--- src/core/pfs_pkg.sv ---
/*
 * Package for the pad function select block: register map, field
 * positions, reset value and the pad carrier types.
 * Assumes a single 32-bit control word on a plain register port.
 */
package pfs_pkg;

  // ****************************************************************
  // Register map
  // ****************************************************************
  localparam logic [7:0] PFS_ADDR_PAD_CTRL2 = 8'h00;
  localparam logic [31:0] PFS_PAD_CTRL2_RESET = 32'h0000_0000;

  // ****************************************************************
  // Field positions, big-endian: field bit n sits at word bit 31-n
  // ****************************************************************
  localparam int PFS_POS_PREDISCHARGE = 31 - 0;
  localparam int PFS_POS_CAN_ROUTE_HI = 31 - 4;
  localparam int PFS_POS_CAN_ROUTE_LO = 31 - 5;
  localparam int PFS_POS_PWM5_SEL = 31 - 6;
  localparam int PFS_POS_PWM20_SEL = 31 - 7;
  localparam int PFS_POS_PWM21_SEL = 31 - 8;
  localparam int PFS_POS_PM_ROUTE_HI = 31 - 11;
  localparam int PFS_POS_PM_ROUTE_LO = 31 - 13;
  localparam int PFS_POS_PM_VOLTAGE = 31 - 16;
  localparam int PFS_POS_TRACE_SEL = 31 - 20;
  localparam int PFS_POS_PWM4_SEL = 31 - 21;
  localparam int PFS_POS_CS_POLARITY = 31 - 25;

  localparam logic [31:0] PFS_BIT = 32'h0000_0001;
  localparam logic [31:0] PFS_WRITE_MASK =
    (PFS_BIT << PFS_POS_PREDISCHARGE) |
    (PFS_BIT << PFS_POS_CAN_ROUTE_HI) | (PFS_BIT << PFS_POS_CAN_ROUTE_LO) |
    (PFS_BIT << PFS_POS_PWM5_SEL) | (PFS_BIT << PFS_POS_PWM20_SEL) |
    (PFS_BIT << PFS_POS_PWM21_SEL) |
    (PFS_BIT << PFS_POS_PM_ROUTE_HI) | (PFS_BIT << (PFS_POS_PM_ROUTE_HI - 1)) |
    (PFS_BIT << PFS_POS_PM_ROUTE_LO) |
    (PFS_BIT << PFS_POS_PM_VOLTAGE) | (PFS_BIT << PFS_POS_TRACE_SEL) |
    (PFS_BIT << PFS_POS_PWM4_SEL) | (PFS_BIT << PFS_POS_CS_POLARITY);

  // ****************************************************************
  // Pads
  // ****************************************************************
  localparam int PFS_NUM_PADS = 5;
  localparam int PFS_PAD_PWM5 = 0;
  localparam int PFS_PAD_PWM20 = 1;
  localparam int PFS_PAD_PWM21 = 2;
  localparam int PFS_PAD_PRIMARY = 3;
  localparam int PFS_PAD_ALTERNATE = 4;

  typedef enum logic [1:0] {
    PFS_FN_GPIO = 2'b00,
    PFS_FN_PWM = 2'b01,
    PFS_FN_TRACE = 2'b10
  } pfs_pad_fn_t;

  typedef struct packed {
    logic drive;
    logic oe;
  } pfs_pad_t;

endpackage

--- src/core/pad_function_select.sv ---
/*
 * Pad function select: one software control word that routes shared
 * pads between GPIO, PWM, trace and serial/CAN/pulse-mod functions.
 * Assumes a plain register port on clock_in; function sources come
 * from logic on the same clock, so nothing here is synchronised.
 */
// Added by the designer: strobed register access and the register addresses.
`timescale 1ns/1ps

module pad_function_select
#(
  parameter bit FAST_IMPL = 1'b0,
  parameter int CS_COUNT = 4
)
(
  // Clock and reset
  input wire logic clock_in,
  input wire logic rst_in,
  // Register port
  input wire logic [7:0] reg_addr_in,
  input wire logic [31:0] reg_wdata_in,
  input wire logic reg_write_in,
  input wire logic reg_read_in,
  output logic [31:0] reg_rdata_out,
  // Debug trace port state and data
  input wire logic trace_full_port_in,
  input wire pfs_pkg::pfs_pad_t trace_bit6_in,
  // Function sources, indexed by pad
  input wire pfs_pkg::pfs_pad_t [pfs_pkg::PFS_NUM_PADS-1:0] gpio_src_in,
  input wire pfs_pkg::pfs_pad_t [pfs_pkg::PFS_NUM_PADS-1:0] pwm_src_in,
  // Shared pads
  output pfs_pkg::pfs_pad_t [pfs_pkg::PFS_NUM_PADS-1:0] pad_out,
  // Chip selects
  input wire logic cs_expanded_mode_in,
  input wire logic [CS_COUNT-1:0] cs_assert_in,
  output logic [CS_COUNT-1:0] cs_level_out,
  // Pad configuration levels
  output logic bus_predischarge_enable_out,
  output logic [1:0] can_serial_pad_route_out,
  output logic [2:0] pulse_mod_pad_route_out,
  output logic pulse_mod_pad_voltage_out
);
  import pfs_pkg::*;

  // ****************************************************************
  // Control register
  // ****************************************************************
  localparam logic [31:0] PREDIS_BIT = PFS_BIT << PFS_POS_PREDISCHARGE;
  // The predischarge bit is reserved in the fast implementation
  localparam logic [31:0] EFFECTIVE_MASK =
    FAST_IMPL ? (PFS_WRITE_MASK & ~PREDIS_BIT) : PFS_WRITE_MASK;

  logic [31:0] ctrl_q;
  logic [31:0] rdata_q;
  logic hit;

  assign hit = (reg_addr_in == PFS_ADDR_PAD_CTRL2);

  always_ff @(posedge clock_in or posedge rst_in)
  begin
    if (rst_in)
    begin
      ctrl_q <= PFS_PAD_CTRL2_RESET;
    end
    else if (reg_write_in && hit)
    begin
      ctrl_q <= reg_wdata_in & EFFECTIVE_MASK;
    end
  end

  // Read data stand for exactly one cycle after the strobe
  always_ff @(posedge clock_in or posedge rst_in)
  begin
    if (rst_in)
    begin
      rdata_q <= 32'h0000_0000;
    end
    else if (reg_read_in && hit)
    begin
      rdata_q <= ctrl_q & EFFECTIVE_MASK;
    end
    else
    begin
      rdata_q <= 32'h0000_0000;
    end
  end

  assign reg_rdata_out = rdata_q;

  // ****************************************************************
  // Field decode
  // ****************************************************************
  logic trace_sel;
  logic pwm4_sel;
  logic trace_on_primary;
  logic trace_on_alternate;

  assign trace_sel = ctrl_q[PFS_POS_TRACE_SEL];
  assign pwm4_sel = ctrl_q[PFS_POS_PWM4_SEL];
  assign trace_on_primary = trace_full_port_in && !trace_sel;
  assign trace_on_alternate = trace_full_port_in && trace_sel;

  assign bus_predischarge_enable_out = ctrl_q[PFS_POS_PREDISCHARGE];
  assign can_serial_pad_route_out =
    ctrl_q[PFS_POS_CAN_ROUTE_HI:PFS_POS_CAN_ROUTE_LO];
  assign pulse_mod_pad_route_out =
    ctrl_q[PFS_POS_PM_ROUTE_HI:PFS_POS_PM_ROUTE_LO];
  assign pulse_mod_pad_voltage_out = ctrl_q[PFS_POS_PM_VOLTAGE];

  // ****************************************************************
  // Pad function per pad
  // ****************************************************************
  pfs_pad_fn_t pad_fn [PFS_NUM_PADS];

  always_comb
  begin
    pad_fn[PFS_PAD_PWM5] = ctrl_q[PFS_POS_PWM5_SEL] ? PFS_FN_PWM : PFS_FN_GPIO;
    pad_fn[PFS_PAD_PWM20] = ctrl_q[PFS_POS_PWM20_SEL] ? PFS_FN_PWM : PFS_FN_GPIO;
    pad_fn[PFS_PAD_PWM21] = ctrl_q[PFS_POS_PWM21_SEL] ? PFS_FN_PWM : PFS_FN_GPIO;
    // GPIO/PWM4 choice is ignored while trace owns the primary pad
    if (trace_on_primary)
    begin
      pad_fn[PFS_PAD_PRIMARY] = PFS_FN_TRACE;
    end
    else
    begin
      pad_fn[PFS_PAD_PRIMARY] = pwm4_sel ? PFS_FN_PWM : PFS_FN_GPIO;
    end
    // Alternate pad has no GPIO; it is PWM18 unless trace moves there
    pad_fn[PFS_PAD_ALTERNATE] = trace_on_alternate ? PFS_FN_TRACE : PFS_FN_PWM;
  end

  genvar gi;
  generate
    for (gi = 0; gi < PFS_NUM_PADS; gi++)
    begin : g_pad
      pfs_pad_mux u_mux
      (
        .clock_in(clock_in),
        .rst_in(rst_in),
        .gpio_in(gpio_src_in[gi]),
        .pwm_in(pwm_src_in[gi]),
        .trace_in(trace_bit6_in),
        .fn_in(pad_fn[gi]),
        .pad_out(pad_out[gi])
      );
    end
  endgenerate

  // ****************************************************************
  // Chip-select polarity
  // ****************************************************************
  logic [CS_COUNT-1:0] cs_q;

  always_ff @(posedge clock_in or posedge rst_in)
  begin
    if (rst_in)
    begin
      cs_q <= '0;
    end
    else if (cs_expanded_mode_in && ctrl_q[PFS_POS_CS_POLARITY])
    begin
      cs_q <= ~cs_assert_in;
    end
    else
    begin
      cs_q <= cs_assert_in;
    end
  end

  assign cs_level_out = cs_q;

  // ****************************************************************
  // Assertions
  // ****************************************************************
  property p_reserved_zero;
    @(posedge clock_in) disable iff (rst_in)
      (ctrl_q & ~EFFECTIVE_MASK) == 32'h0000_0000;
  endproperty
  a_reserved_zero: assert property (p_reserved_zero)
    else $error("reserved control bit set");

  property p_write_lands;
    @(posedge clock_in) disable iff (rst_in)
      (reg_write_in && hit) |=> (ctrl_q == ($past(reg_wdata_in) & EFFECTIVE_MASK));
  endproperty
  a_write_lands: assert property (p_write_lands)
    else $error("write did not land in control word");

  property p_read_back;
    @(posedge clock_in) disable iff (rst_in)
      (reg_read_in && hit) |=> (reg_rdata_out == $past(ctrl_q)) ##1
        (reg_rdata_out == 32'h0000_0000 || $past(reg_read_in));
  endproperty
  a_read_back: assert property (p_read_back)
    else $error("read data wrong or held too long");

  property p_predischarge;
    @(posedge clock_in) disable iff (rst_in)
      (reg_write_in && hit && !FAST_IMPL) |=>
        (bus_predischarge_enable_out == $past(reg_wdata_in[31]));
  endproperty
  a_predischarge: assert property (p_predischarge)
    else $error("predischarge enable does not follow word MSB");

  property p_pwm5_pad;
    @(posedge clock_in) disable iff (rst_in)
      ctrl_q[PFS_POS_PWM5_SEL] |=> (pad_out[PFS_PAD_PWM5] == $past(pwm_src_in[PFS_PAD_PWM5]));
  endproperty
  a_pwm5_pad: assert property (p_pwm5_pad)
    else $error("pwm5 pad not carrying pwm5");

  property p_gpio_pwm5_pad;
    @(posedge clock_in) disable iff (rst_in)
      !ctrl_q[PFS_POS_PWM5_SEL] |=>
        (pad_out[PFS_PAD_PWM5] == $past(gpio_src_in[PFS_PAD_PWM5]));
  endproperty
  a_gpio_pwm5_pad: assert property (p_gpio_pwm5_pad)
    else $error("pwm5 pad not carrying gpio");

  property p_pwm20_pad;
    @(posedge clock_in) disable iff (rst_in)
      ctrl_q[PFS_POS_PWM20_SEL] |=>
        (pad_out[PFS_PAD_PWM20] == $past(pwm_src_in[PFS_PAD_PWM20]));
  endproperty
  a_pwm20_pad: assert property (p_pwm20_pad)
    else $error("pwm20 pad not carrying pwm20");

  property p_pwm21_pad;
    @(posedge clock_in) disable iff (rst_in)
      ctrl_q[PFS_POS_PWM21_SEL] |=>
        (pad_out[PFS_PAD_PWM21] == $past(pwm_src_in[PFS_PAD_PWM21]));
  endproperty
  a_pwm21_pad: assert property (p_pwm21_pad)
    else $error("pwm21 pad not carrying pwm21");

  property p_can_route;
    @(posedge clock_in) disable iff (rst_in)
      (reg_write_in && hit) |=>
        (can_serial_pad_route_out == $past(reg_wdata_in[27:26]));
  endproperty
  a_can_route: assert property (p_can_route)
    else $error("serial/CAN route field misplaced");

  property p_cs_pass;
    @(posedge clock_in) disable iff (rst_in)
      !(cs_expanded_mode_in && ctrl_q[PFS_POS_CS_POLARITY]) |=>
        (cs_level_out == $past(cs_assert_in));
  endproperty
  a_cs_pass: assert property (p_cs_pass)
    else $error("chip select not passed through active high");

  property p_trace_primary;
    @(posedge clock_in) disable iff (rst_in)
      (trace_full_port_in && !trace_sel) |=>
        (pad_out[PFS_PAD_PRIMARY] == $past(trace_bit6_in)) &&
        (pad_out[PFS_PAD_ALTERNATE] == $past(pwm_src_in[PFS_PAD_ALTERNATE]));
  endproperty
  a_trace_primary: assert property (p_trace_primary)
    else $error("trace not on primary pad");

  property p_trace_alternate;
    @(posedge clock_in) disable iff (rst_in)
      (trace_full_port_in && trace_sel && !pwm4_sel) |=>
        (pad_out[PFS_PAD_ALTERNATE] == $past(trace_bit6_in)) &&
        (pad_out[PFS_PAD_PRIMARY] == $past(gpio_src_in[PFS_PAD_PRIMARY]));
  endproperty
  a_trace_alternate: assert property (p_trace_alternate)
    else $error("trace not on alternate pad");

  property p_no_full_port;
    @(posedge clock_in) disable iff (rst_in)
      (!trace_full_port_in && pwm4_sel) |=>
        (pad_out[PFS_PAD_ALTERNATE] == $past(pwm_src_in[PFS_PAD_ALTERNATE])) &&
        (pad_out[PFS_PAD_PRIMARY] == $past(pwm_src_in[PFS_PAD_PRIMARY]));
  endproperty
  a_no_full_port: assert property (p_no_full_port)
    else $error("pads wrong outside full port mode");

  property p_reset_trace;
    @(posedge clock_in) disable iff (rst_in)
      $past(rst_in) |-> !trace_sel;
  endproperty
  a_reset_trace: assert property (p_reset_trace)
    else $error("trace select not clear after reset");

  property p_cs_polarity;
    @(posedge clock_in) disable iff (rst_in)
      (cs_expanded_mode_in && ctrl_q[PFS_POS_CS_POLARITY]) |=>
        (cs_level_out == ~$past(cs_assert_in));
  endproperty
  a_cs_polarity: assert property (p_cs_polarity)
    else $error("chip select not inverted");

  property p_voltage;
    @(posedge clock_in) disable iff (rst_in)
      pulse_mod_pad_voltage_out == ctrl_q[15] && pulse_mod_pad_route_out == ctrl_q[20:18];
  endproperty
  a_voltage: assert property (p_voltage)
    else $error("pulse-mod fields misplaced");

endmodule

--- src/core/pfs_pad_mux.sv ---
/*
 * One shared output pad: picks one of three function sources and
 * registers the result so the pad sees no mux glitches.
 * Assumes all sources and the select are on clock_in.
 */
`timescale 1ns/1ps

module pfs_pad_mux
(
  // Clock and reset
  input wire logic clock_in,
  input wire logic rst_in,
  // Function sources
  input wire pfs_pkg::pfs_pad_t gpio_in,
  input wire pfs_pkg::pfs_pad_t pwm_in,
  input wire pfs_pkg::pfs_pad_t trace_in,
  input wire pfs_pkg::pfs_pad_fn_t fn_in,
  // Pad side
  output pfs_pkg::pfs_pad_t pad_out
);
  import pfs_pkg::*;

  pfs_pad_t pad_d;
  pfs_pad_t pad_q;

  always_comb
  begin
    case (fn_in)
      PFS_FN_GPIO: pad_d = gpio_in;
      PFS_FN_PWM: pad_d = pwm_in;
      PFS_FN_TRACE: pad_d = trace_in;
      default: pad_d = '0;
    endcase
  end

  // Pad released (not driven) while in reset
  always_ff @(posedge clock_in or posedge rst_in)
  begin
    if (rst_in)
    begin
      pad_q <= '0;
    end
    else
    begin
      pad_q <= pad_d;
    end
  end

  assign pad_out = pad_q;

endmodule

--- config.mk ---
export PLATFORM = sky130hd
export DESIGN_NAME = pad_function_select
export DESIGN_NICKNAME = d
export VERILOG_FILES = /design/src/core/pfs_pkg.sv /design/src/core/pad_function_select.sv /design/src/core/pfs_pad_mux.sv
export SDC_FILE = /design/constraint.sdc
export NUM_CORES = 1
export LEC_CHECK = 0
export BUFFER_PORTS_ARGS = -buffer_cell sky130_fd_sc_hd__buf_2
export CAP_MARGIN = 30
export CORE_MARGIN = 4
export CORE_UTILIZATION = 40
export DETAILED_ROUTE_END_ITERATION = 16
export GPL_TIMING_DRIVEN = 0
export PLACE_DENSITY = 0.8
export SLEW_MARGIN = 40
export SYNTH_ARGS = -nofsm -noshare
export SYNTH_HDL_FRONTEND = slang
export SYNTH_SLANG_ARGS = --single-unit
export TNS_END_PERCENT = 20
--- constraint.sdc ---
create_clock -name clock_in -period 2 [get_ports clock_in]
set_input_delay 0.2 -clock clock_in [delete_from_list [all_inputs] [get_ports clock_in]]
set_output_delay 0.2 -clock clock_in [all_outputs]
set_load 0.05 [all_outputs]
==> out/metrics.csv, run 1 <==
metric,value,unit
grtUsageTotal,0.130,
fin_skew,4.25,ps
synth_fa_ha_area_frac,0,
crit_type,flip-flop to output pin,
yosys.area_share.simple,0.0853,
synthMuxAreaShare,0.174,
hp-class,input pin to flip-flop,
post_drt_wl_per_cell,11.9,um
run_status,completed,
fmax,815,MHz
start_util,0.419,
top_layer_used,met4,
synth-xor-area-share,0.0208,
worst_r2r_path_depth,2,
ys_warn_count,0,
yosysUniqueCellTypes,18,
drt_iter0_drc,33,
nets,302,
synth_top_family_by_area,multiplexers,
antenna_found_initial,0,
crit_path_max_incr_delay,380,ps
fillers,334,
crit_fanout,3,
rsz0062_at_grt,no,
cp.arrival,1030,ps
chipHeight,72.9,um
clockBufferDepth,2,
io_pins,125,
cp-end-kind,output pin,
hold_start,cs_assert_in[3],
die_x,72.9,um
final_cell_mix,"84 x buf_2, 40 x dfrtp_1, 24 x buf_4",
powerDensity,860,nW/um^2
area_delta_synth_final,43.8,%
finalCriticalPeriod,1230,ps
cp_cell_sequence,buf_4 -> buf_2,
reg2reg_slack,1050,ps
stdcell_area,2430,um^2
grt_max_degree,27,
total_power,0.00209,W
dieArea,5320,um^2
clk_pin_slew,80,ps
setup_viol,0,
grt_pass1_vias,1112,
wl_met3,432,um
hold_depth,2,
clk_latency,290,ps
reg2reg_from,ctrl_q[11]$_DFFE_PP0P_,
final_common_cell,buf_2,
peakVddDrop,0.000313,V
synth_compound_area_frac,0.00593,
regToRegEndpoint,g_pad[4].u_mux.pad_out[1]$_DFF_PP0_,
ant_nets,0,
coreArea,4030,um^2
synth_seq_cells,40,
post-route-period-util,0.614,
cts_sinks,40,
io_buffers,84,
cts_root_buffer,clkbuf_8,
gp_congestion,0.686,
postSynthAreaPerCell,14.2,um^2
cts_buffers,5,
p_leak,1.40,nW
setup-tns-final,0,ps
maxCapViolCount,0,
place_area,2260,um^2
worstSetupStartpointType,flip-flop,
diodes,0,
vias,1137,
finalWirelength,3330,um
syn_inst,119,
final-hold-violation-count,0,
syn_area,1690,um^2
cts_tree,yes,
h-tree-depth,2,
overflow,0,
drive_above_1_share,0.619,
wl_met2,1540,um
slew_violations,0,
grt_pass1_wl,5090,um
drt_pass1_iterations,4,
routed_via_density,4.05,
wl_met1,1280,um
synth-seq-area-share,0.593,
crit_required,1800,ps
hold_path_end,cs_level_out[3]$_DFF_PP0_,
whs,97.7,ps
rows,23,
post-route-util,0.602,
drc_errors,0,
slowest_stage,dfrtp_1,
==> critical path: cells and delay by family (launching register included) <==
kind                   cells  cell delay [ps]
buffers and inverters      2              350
DFF                        1              380
==> stage by stage <==
step,worst slack [ps],cells
finish,773,281
global placement,395,271
global route,706,281
CTS,760,281
floorplan,754,137
detailed placement,462,272
==> final cells by class <==
type                    count  area [um^2]  share of cell area
clock inverters             3         90.1              0.0371
well taps                  50         62.6              0.0258
plain buffers              26          195              0.0805
inverters                   1         3.75             0.00155
repair buffers             86          450               0.186
flip-flops and latches     40         1000               0.413
clock buffers               5         68.8              0.0284
multi-input cells          70          554               0.228
==> cell usage after synthesis <==
library cell	n	share of area
and3_1	1	0.0037
clkbuf_1	1	0.0022
buf_6	1	0.0067
a21oi_1	2	0.0059
xnor2_1	4	0.021
nand2_1	2	0.0045
inv_1	1	0.0022
buf_4	24	0.11
nand3_2	1	0.0059
dfrtp_1	40	0.59
mux2i_1	2	0.012
mux2_2	11	0.073
mux2_4	10	0.089
nand2b_1	1	0.0037
and2_1	13	0.048
nor2_1	2	0.0045
conb_1	1	0.0022
nor4_2	2	0.015
==> power breakdown <==
group / total, W / internal, W / switching [W]
logic: 0.000339 / 0.000120 / 0.000219
registers: 0.000851 / 0.000836 / 0.0000146
clock network: 0.000896 / 0.000624 / 0.000272
==> logic make-up (layout without fill, tap and decap cells) <==
logic type             Yosys count  count (layout)
buffers and inverters           27             121
XOR/XNOR                         4               4
AO/OA/AOI/OAI                    2               2
AND/OR/NAND/NOR                 22              22
other                            1              19
flip-flops                      40              40
multiplexers                    23              23
==> layer usage <==
metal,vias up,GRT usage
met5,-,0
met3,8,0.0455
li1,568,-
met1,488,0.144
met4,0,0.0676
met2,73,0.220
==> registers in the layout, indices dropped and copies added, names as in the netlist <==
| name | flops |
|---|---|
| ctrl_q | 13 |
| cs_level_out | 4 |
| g_pad.u_mux.pad_out | 10 |
| reg_rdata_out | 13 |
==> timing repair <==
action	4_1_cts	5_1_grt
hold buffers	1	0
gates resized for setup	0	0
endpoints found under the hold margin	14	0
buffers inserted	0	0
==> how the worst max path moves through the flow <==
stage,startpoint,to,slack [ps],depth (start not counted)
6_report,ctrl_q[26]$_DFFE_PP0P_,can_serial_pad_route_out[0],770,2
2_1_floorplan,reg_addr_in[5],ctrl_q[10]$_DFFE_PP0P_,750,4
5_1_grt,reg_addr_in[1],reg_rdata_out[15]$_DFF_PP0_,710,5
4_1_cts,ctrl_q[26]$_DFFE_PP0P_,can_serial_pad_route_out[0],760,2
3_3_place_gp,rst_in,ctrl_q[20]$_DFFE_PP0P_,400,2
3_5_place_dp,reg_addr_in[5],reg_rdata_out[20]$_DFF_PP0_,460,5
Power figures use the tool's default switching activity.
==> run 2: changes to the inputs <==
==> constraint.sdc (replaced) <==
create_clock -name clock_in -period 1.2 [get_ports clock_in]
set_input_delay 0.12 -clock clock_in [delete_from_list [all_inputs] [get_ports clock_in]]
set_output_delay 0.12 -clock clock_in [all_outputs]
set_load 0.05 [all_outputs]
==> out/metrics.csv, run 2 (synthesis gave the netlist of run 1 again) <==
metric,value,unit
slowest_stage,dfrtp_1,
run_status,completed,
drt_iter0_drc,33,
rsz0062_at_grt,no,
gp_congestion,0.686,
hp-class,input pin to flip-flop,
grtUsageTotal,0.130,
crit_path_max_incr_delay,380,ps
seqPwrFrac,0.408,
reg2reg_from,ctrl_q[11]$_DFFE_PP0P_,
fin_skew,4.73,ps
post_drt_wl_per_cell,11.8,um
crit_fanout,3,
reg2reg_slack,250,ps
drive_above_1_share,0.623,
drc_errors,0,
finalCriticalPeriod,1150,ps
stdcell_area,2430,um^2
chipHeight,72.9,um
clockBufferDepth,2,
cts_buffers,5,
p_comb_frac,0.163,
peakVddDrop,0.000523,V
cp_cell_sequence,buf_4 -> buf_2,
crit_buf_inv,2,
whs,17.4,ps
hold_depth,2,
grt_max_degree,27,
setup_slack,52.3,ps
multi_input_area,554,um^2
worstSetupStartpointType,flip-flop,
die_x,72.9,um
regToRegEndpoint,g_pad[4].u_mux.pad_out[1]$_DFF_PP0_,
grt_pass1_wl,5090,um
nets,302,
p_int,0.00263,W
crit_required,1080,ps
fmax,871,MHz
antenna_found_initial,0,
maxCapViolCount,0,
final_cell_mix,"84 x buf_2, 40 x dfrtp_1, 24 x buf_4",
fillers,334,
p_leak,1.40,nW
final-hold-violation-count,0,
slew_violations,0,
overflow,0,
routed_via_density,4.05,
drt_pass1_iterations,4,
cp-end-kind,output pin,
dieArea,5320,um^2
cts_sinks,40,
finalWirelength,3330,um
p_sw_frac,0.243,
final_common_cell,buf_2,
clk_latency,290,ps
cp.arrival,1030,ps
hold_path_end,cs_level_out[3]$_DFF_PP0_,
post-route-period-util,0.956,
crit_type,flip-flop to output pin,
setup_viol,0,
diodes,0,
rows,23,
regArea,1000,um^2
io_buffers,84,
io_pins,125,
cts_tree,yes,
coreArea,4030,um^2
area_delta_synth_final,43.9,%
total_power,0.00348,W
clk_pin_slew,80,ps
ant_nets,0,
vias,1138,
worst_r2r_path_depth,2,
p_switching,0.000844,W
start_util,0.419,
place_area,2260,um^2
clock_power_share,0.430,
hold_start,cs_assert_in[3],
pre_cts_ws,-258,ps
h-tree-depth,2,
powerDensity,1430,nW/um^2
path_delay_family,flip-flops,
grt_pass1_vias,1112,
cts_root_buffer,clkbuf_8,
==> run 2: worst max path at each step <==
stage	start	end	slack, ps	cells after the start
detailed placement	reg_addr_in[5]	reg_rdata_out[20]$_DFF_PP0_	-260	5
finish	ctrl_q[26]$_DFFE_PP0P_	can_serial_pad_route_out[0]	50	2
global route	ctrl_q[26]$_DFFE_PP0P_	can_serial_pad_route_out[0]	0.1	2
CTS	ctrl_q[26]$_DFFE_PP0P_	can_serial_pad_route_out[0]	40	2
global placement	rst_in	ctrl_q[20]$_DFFE_PP0P_	-320	2
floorplan	reg_addr_in[5]	ctrl_q[10]$_DFFE_PP0P_	30	4
==> run 2: worst register-to-register path: cells and delay by family, from the launching register on <==
kind	cells	cell delay, ps
flip-flops	1	400
multiplexers	1	330
AND/OR/NAND/NOR	1	100
==> run 2: cell type report <==
type,count,share of cell area
sequential,40,0.412
timing repair buffer,86,0.186
clock buffer,5,0.0284
tap,50,0.0258
clock inverter,3,0.0371
buffer,26,0.0809
multi-input combinational,70,0.228
inverter,1,0.00155
==> run 2: power by group through the flow <==
stage                     registers (W)  clock network, W  logic, W
after detailed placement        0.00145                 0  0.000563
after global placement          0.00144                 0  0.000550
final                           0.00142           0.00149  0.000565
after CTS                       0.00142           0.00151  0.000567
after floorplan                 0.00155                 0  0.000312
after global routing            0.00142           0.00159  0.000601
==> run 2: what timing repair did <==
action,CTS,global route
endpoints found under the setup margin,0,6
setup buffers,0,0
hold buffers,1,0
hold endpoints to repair,14,0
gates resized for setup,0,2
==> run 2: through the flow <==
stage | TNS, ps | utilization | instances
floorplan | 0 | - | 137
global placement | -16740 | 0.555 | 271
detailed placement | -4000 | 0.560 | 272
CTS | 0 | 0.602 | 281
global route | 0 | 0.602 | 281
finish | 0 | 0.602 | 281
==> run 2: layer usage <==
metal  share of wire  routed length [um]  vias to the layer above  GRT usage
met5               0                   0                        -          0
met4           0.022                  72                        0     0.0676
met3            0.13                 432                        8     0.0455
met2            0.46                1540                       73      0.220
met1            0.39                1280                      489      0.144
li1                -                   -                      568          -
==> run 3: changes to the inputs <==
--- a/config.mk
+++ b/config.mk
@@ -11,7 +11,8 @@
 export CORE_UTILIZATION = 40
 export DETAILED_ROUTE_END_ITERATION = 16
 export GPL_TIMING_DRIVEN = 0
-export PLACE_DENSITY = 0.8
+export PLACE_DENSITY = 0.9
+export SKIP_LAST_GASP = 1
 export SLEW_MARGIN = 40
 export SYNTH_ARGS = -nofsm -noshare
 export SYNTH_HDL_FRONTEND = slang
==> constraint.sdc (replaced) <==
create_clock -name clock_in -period 1.1 [get_ports clock_in]
set_input_delay 0.11 -clock clock_in [delete_from_list [all_inputs] [get_ports clock_in]]
set_output_delay 0.11 -clock clock_in [all_outputs]
set_load 0.05 [all_outputs]
==> out/metrics.csv, run 3 (synthesis gave the netlist of run 1 again) <==
metric,value,unit
overflow,0,
finalWirelength,3520,um
clk_pin_slew,70,ps
dieArea,5320,um^2
fin_skew,2.14,ps
diodes,0,
powerDensity,1280,nW/um^2
gp_congestion,0.715,
fillers,359,
crit_type,flip-flop to output pin,
final-hold-violation-count,0,
hpwl,2890,um
drt_iter0_drc,31,
fmax,912,MHz
routed_via_density,4.13,
slew_violations,0,
die_x,72.9,um
cts_root_buffer,clkbuf_8,
crit_buf_inv,2,
p_sw_frac,0.291,
peakVddDrop,0.000644,V
clockBufferDepth,2,
clock_power_share,0.289,
stdcell_area,2410,um^2
pre_cts_ws,-304,ps
final_cell_mix,"79 x buf_2, 40 x dfrtp_1, 30 x buf_4",
cts_tree,yes,
cp_cell_sequence,buf_4 -> buf_4,
regArea,1000,um^2
coreArea,4030,um^2
cts_sinks,40,
cts_buffers,5,
cp-end-kind,output pin,
grt_pass1_wl,5380,um
path_delay_family,flip-flops,
grt_max_degree,24,
seqPwrFrac,0.502,
chipHeight,72.9,um
p_leak,1.38,nW
rows,23,
io_pins,125,
drc_errors,0,
cp_common_cell,buf_4,
final_common_cell,buf_2,
drt_pass1_iterations,3,
p_int,0.00219,W
setup_viol,0,
h-tree-depth,2,
multi_input_area,572,um^2
area_delta_synth_final,43.2,%
crit_fanout,3,
crit_path_max_incr_delay,390,ps
p_switching,0.000897,W
post_drt_wl_per_cell,12.4,um
slowest_stage,dfrtp_1,
p_comb_frac,0.209,
setup_slack,3.41,ps
drive_above_1_share,0.614,
finalCriticalPeriod,1100,ps
post-route-period-util,0.997,
io_buffers,84,
crit_required,990,ps
hp-class,input pin to flip-flop,
place_area,2290,um^2
worstSetupStartpointType,flip-flop,
nets,305,
rsz0062_at_grt,yes,
grtUsageTotal,0.136,
grt_pass1_vias,1214,
antenna_found_initial,0,
start_util,0.419,
clk_latency,280,ps
maxCapViolCount,0,
vias,1169,
cp.arrival,990,ps
run_status,completed,
ant_nets,0,
run 3: cell types whose count changed in the layout (fill, tap and decap cells not counted), moves of 2 or more:
cell           change
bufinv_16          -3
nor4_2             -2
buf_4              +6
dlygate4sd3_1      +2
nor4_4             +2
buf_2              -5
run 3: power groups by stage:
stage | clock network (W) | registers, W | logic (W)
finish | 0.000891 | 0.00155 | 0.000645
global route | 0.000977 | 0.00155 | 0.000686
CTS | 0.000929 | 0.00155 | 0.000649
detailed placement | 0 | 0.00158 | 0.000631
global placement | 0 | 0.00157 | 0.000607
floorplan | 0 | 0.00169 | 0.000342
run 3: cell type report:
type                       instances  share of cell area
sequential                        40               0.415
multi-input combinational         70               0.237
timing repair buffer              89               0.206
buffer                            26              0.0829
clock buffer                       6              0.0301
tap                               50              0.0259
clock inverter                     1             0.00207
inverter                           1             0.00155
run 3: timing repair:
item                                   in CTS  in global routing
setup endpoints to repair                   5                 15
buffers inserted                            1                  0
hold buffers                                3                  0
gates resized for setup                     5                  2
endpoints found under the hold margin      19                  0
run 3: path summary, 6_finish.rpt:
path / start / end / slack, ps / cells after the start
max in group asynchronous: rst_in / g_pad[4].u_mux.pad_out[1]$_DFF_PP0_ / 290 / 4
min in group asynchronous: rst_in / reg_rdata_out[15]$_DFF_PP0_ / 360 / 3
max: ctrl_q[20]$_DFFE_PP0P_ / pulse_mod_pad_route_out[2] / 3 / 2
min reg2reg: ctrl_q[31]$_DFFE_PP0P_ / reg_rdata_out[31]$_DFF_PP0_ / 510 / 1
max reg2reg: ctrl_q[11]$_DFFE_PP0P_ / g_pad[4].u_mux.pad_out[1]$_DFF_PP0_ / 130 / 2
min: cs_assert_in[2] / cs_level_out[2]$_DFF_PP0_ / 10 / 2
run 3: layer usage:
metal	global-route usage	part of all wire
met2	0.248	0.56
met3	0.0372	0.079
met4	0.0758	0.021
met5	0	0
met1	0.137	0.34
run 3: stage by stage:
step / utilization / hold WS [ps] / std cells / TNS, ps / total power [W]
6_report: 0.599 / 9.98 / 283 / 0 / 0.00308
2_1_floorplan: - / 203 / 137 / -242 / 0.00203
3_3_place_gp: 0.561 / 307 / 271 / -19910 / 0.00218
4_1_cts: 0.599 / 1.45 / 283 / -42.8 / 0.00313
3_5_place_dp: 0.567 / 136 / 272 / -5510 / 0.00221
5_1_grt: 0.599 / 8.45 / 283 / -145 / 0.00322
run 3: worst register-to-register path: stages, from the launching register on:
cell	delay, ps
dfrtp_1	410
nand2_1	110
mux2_2	340
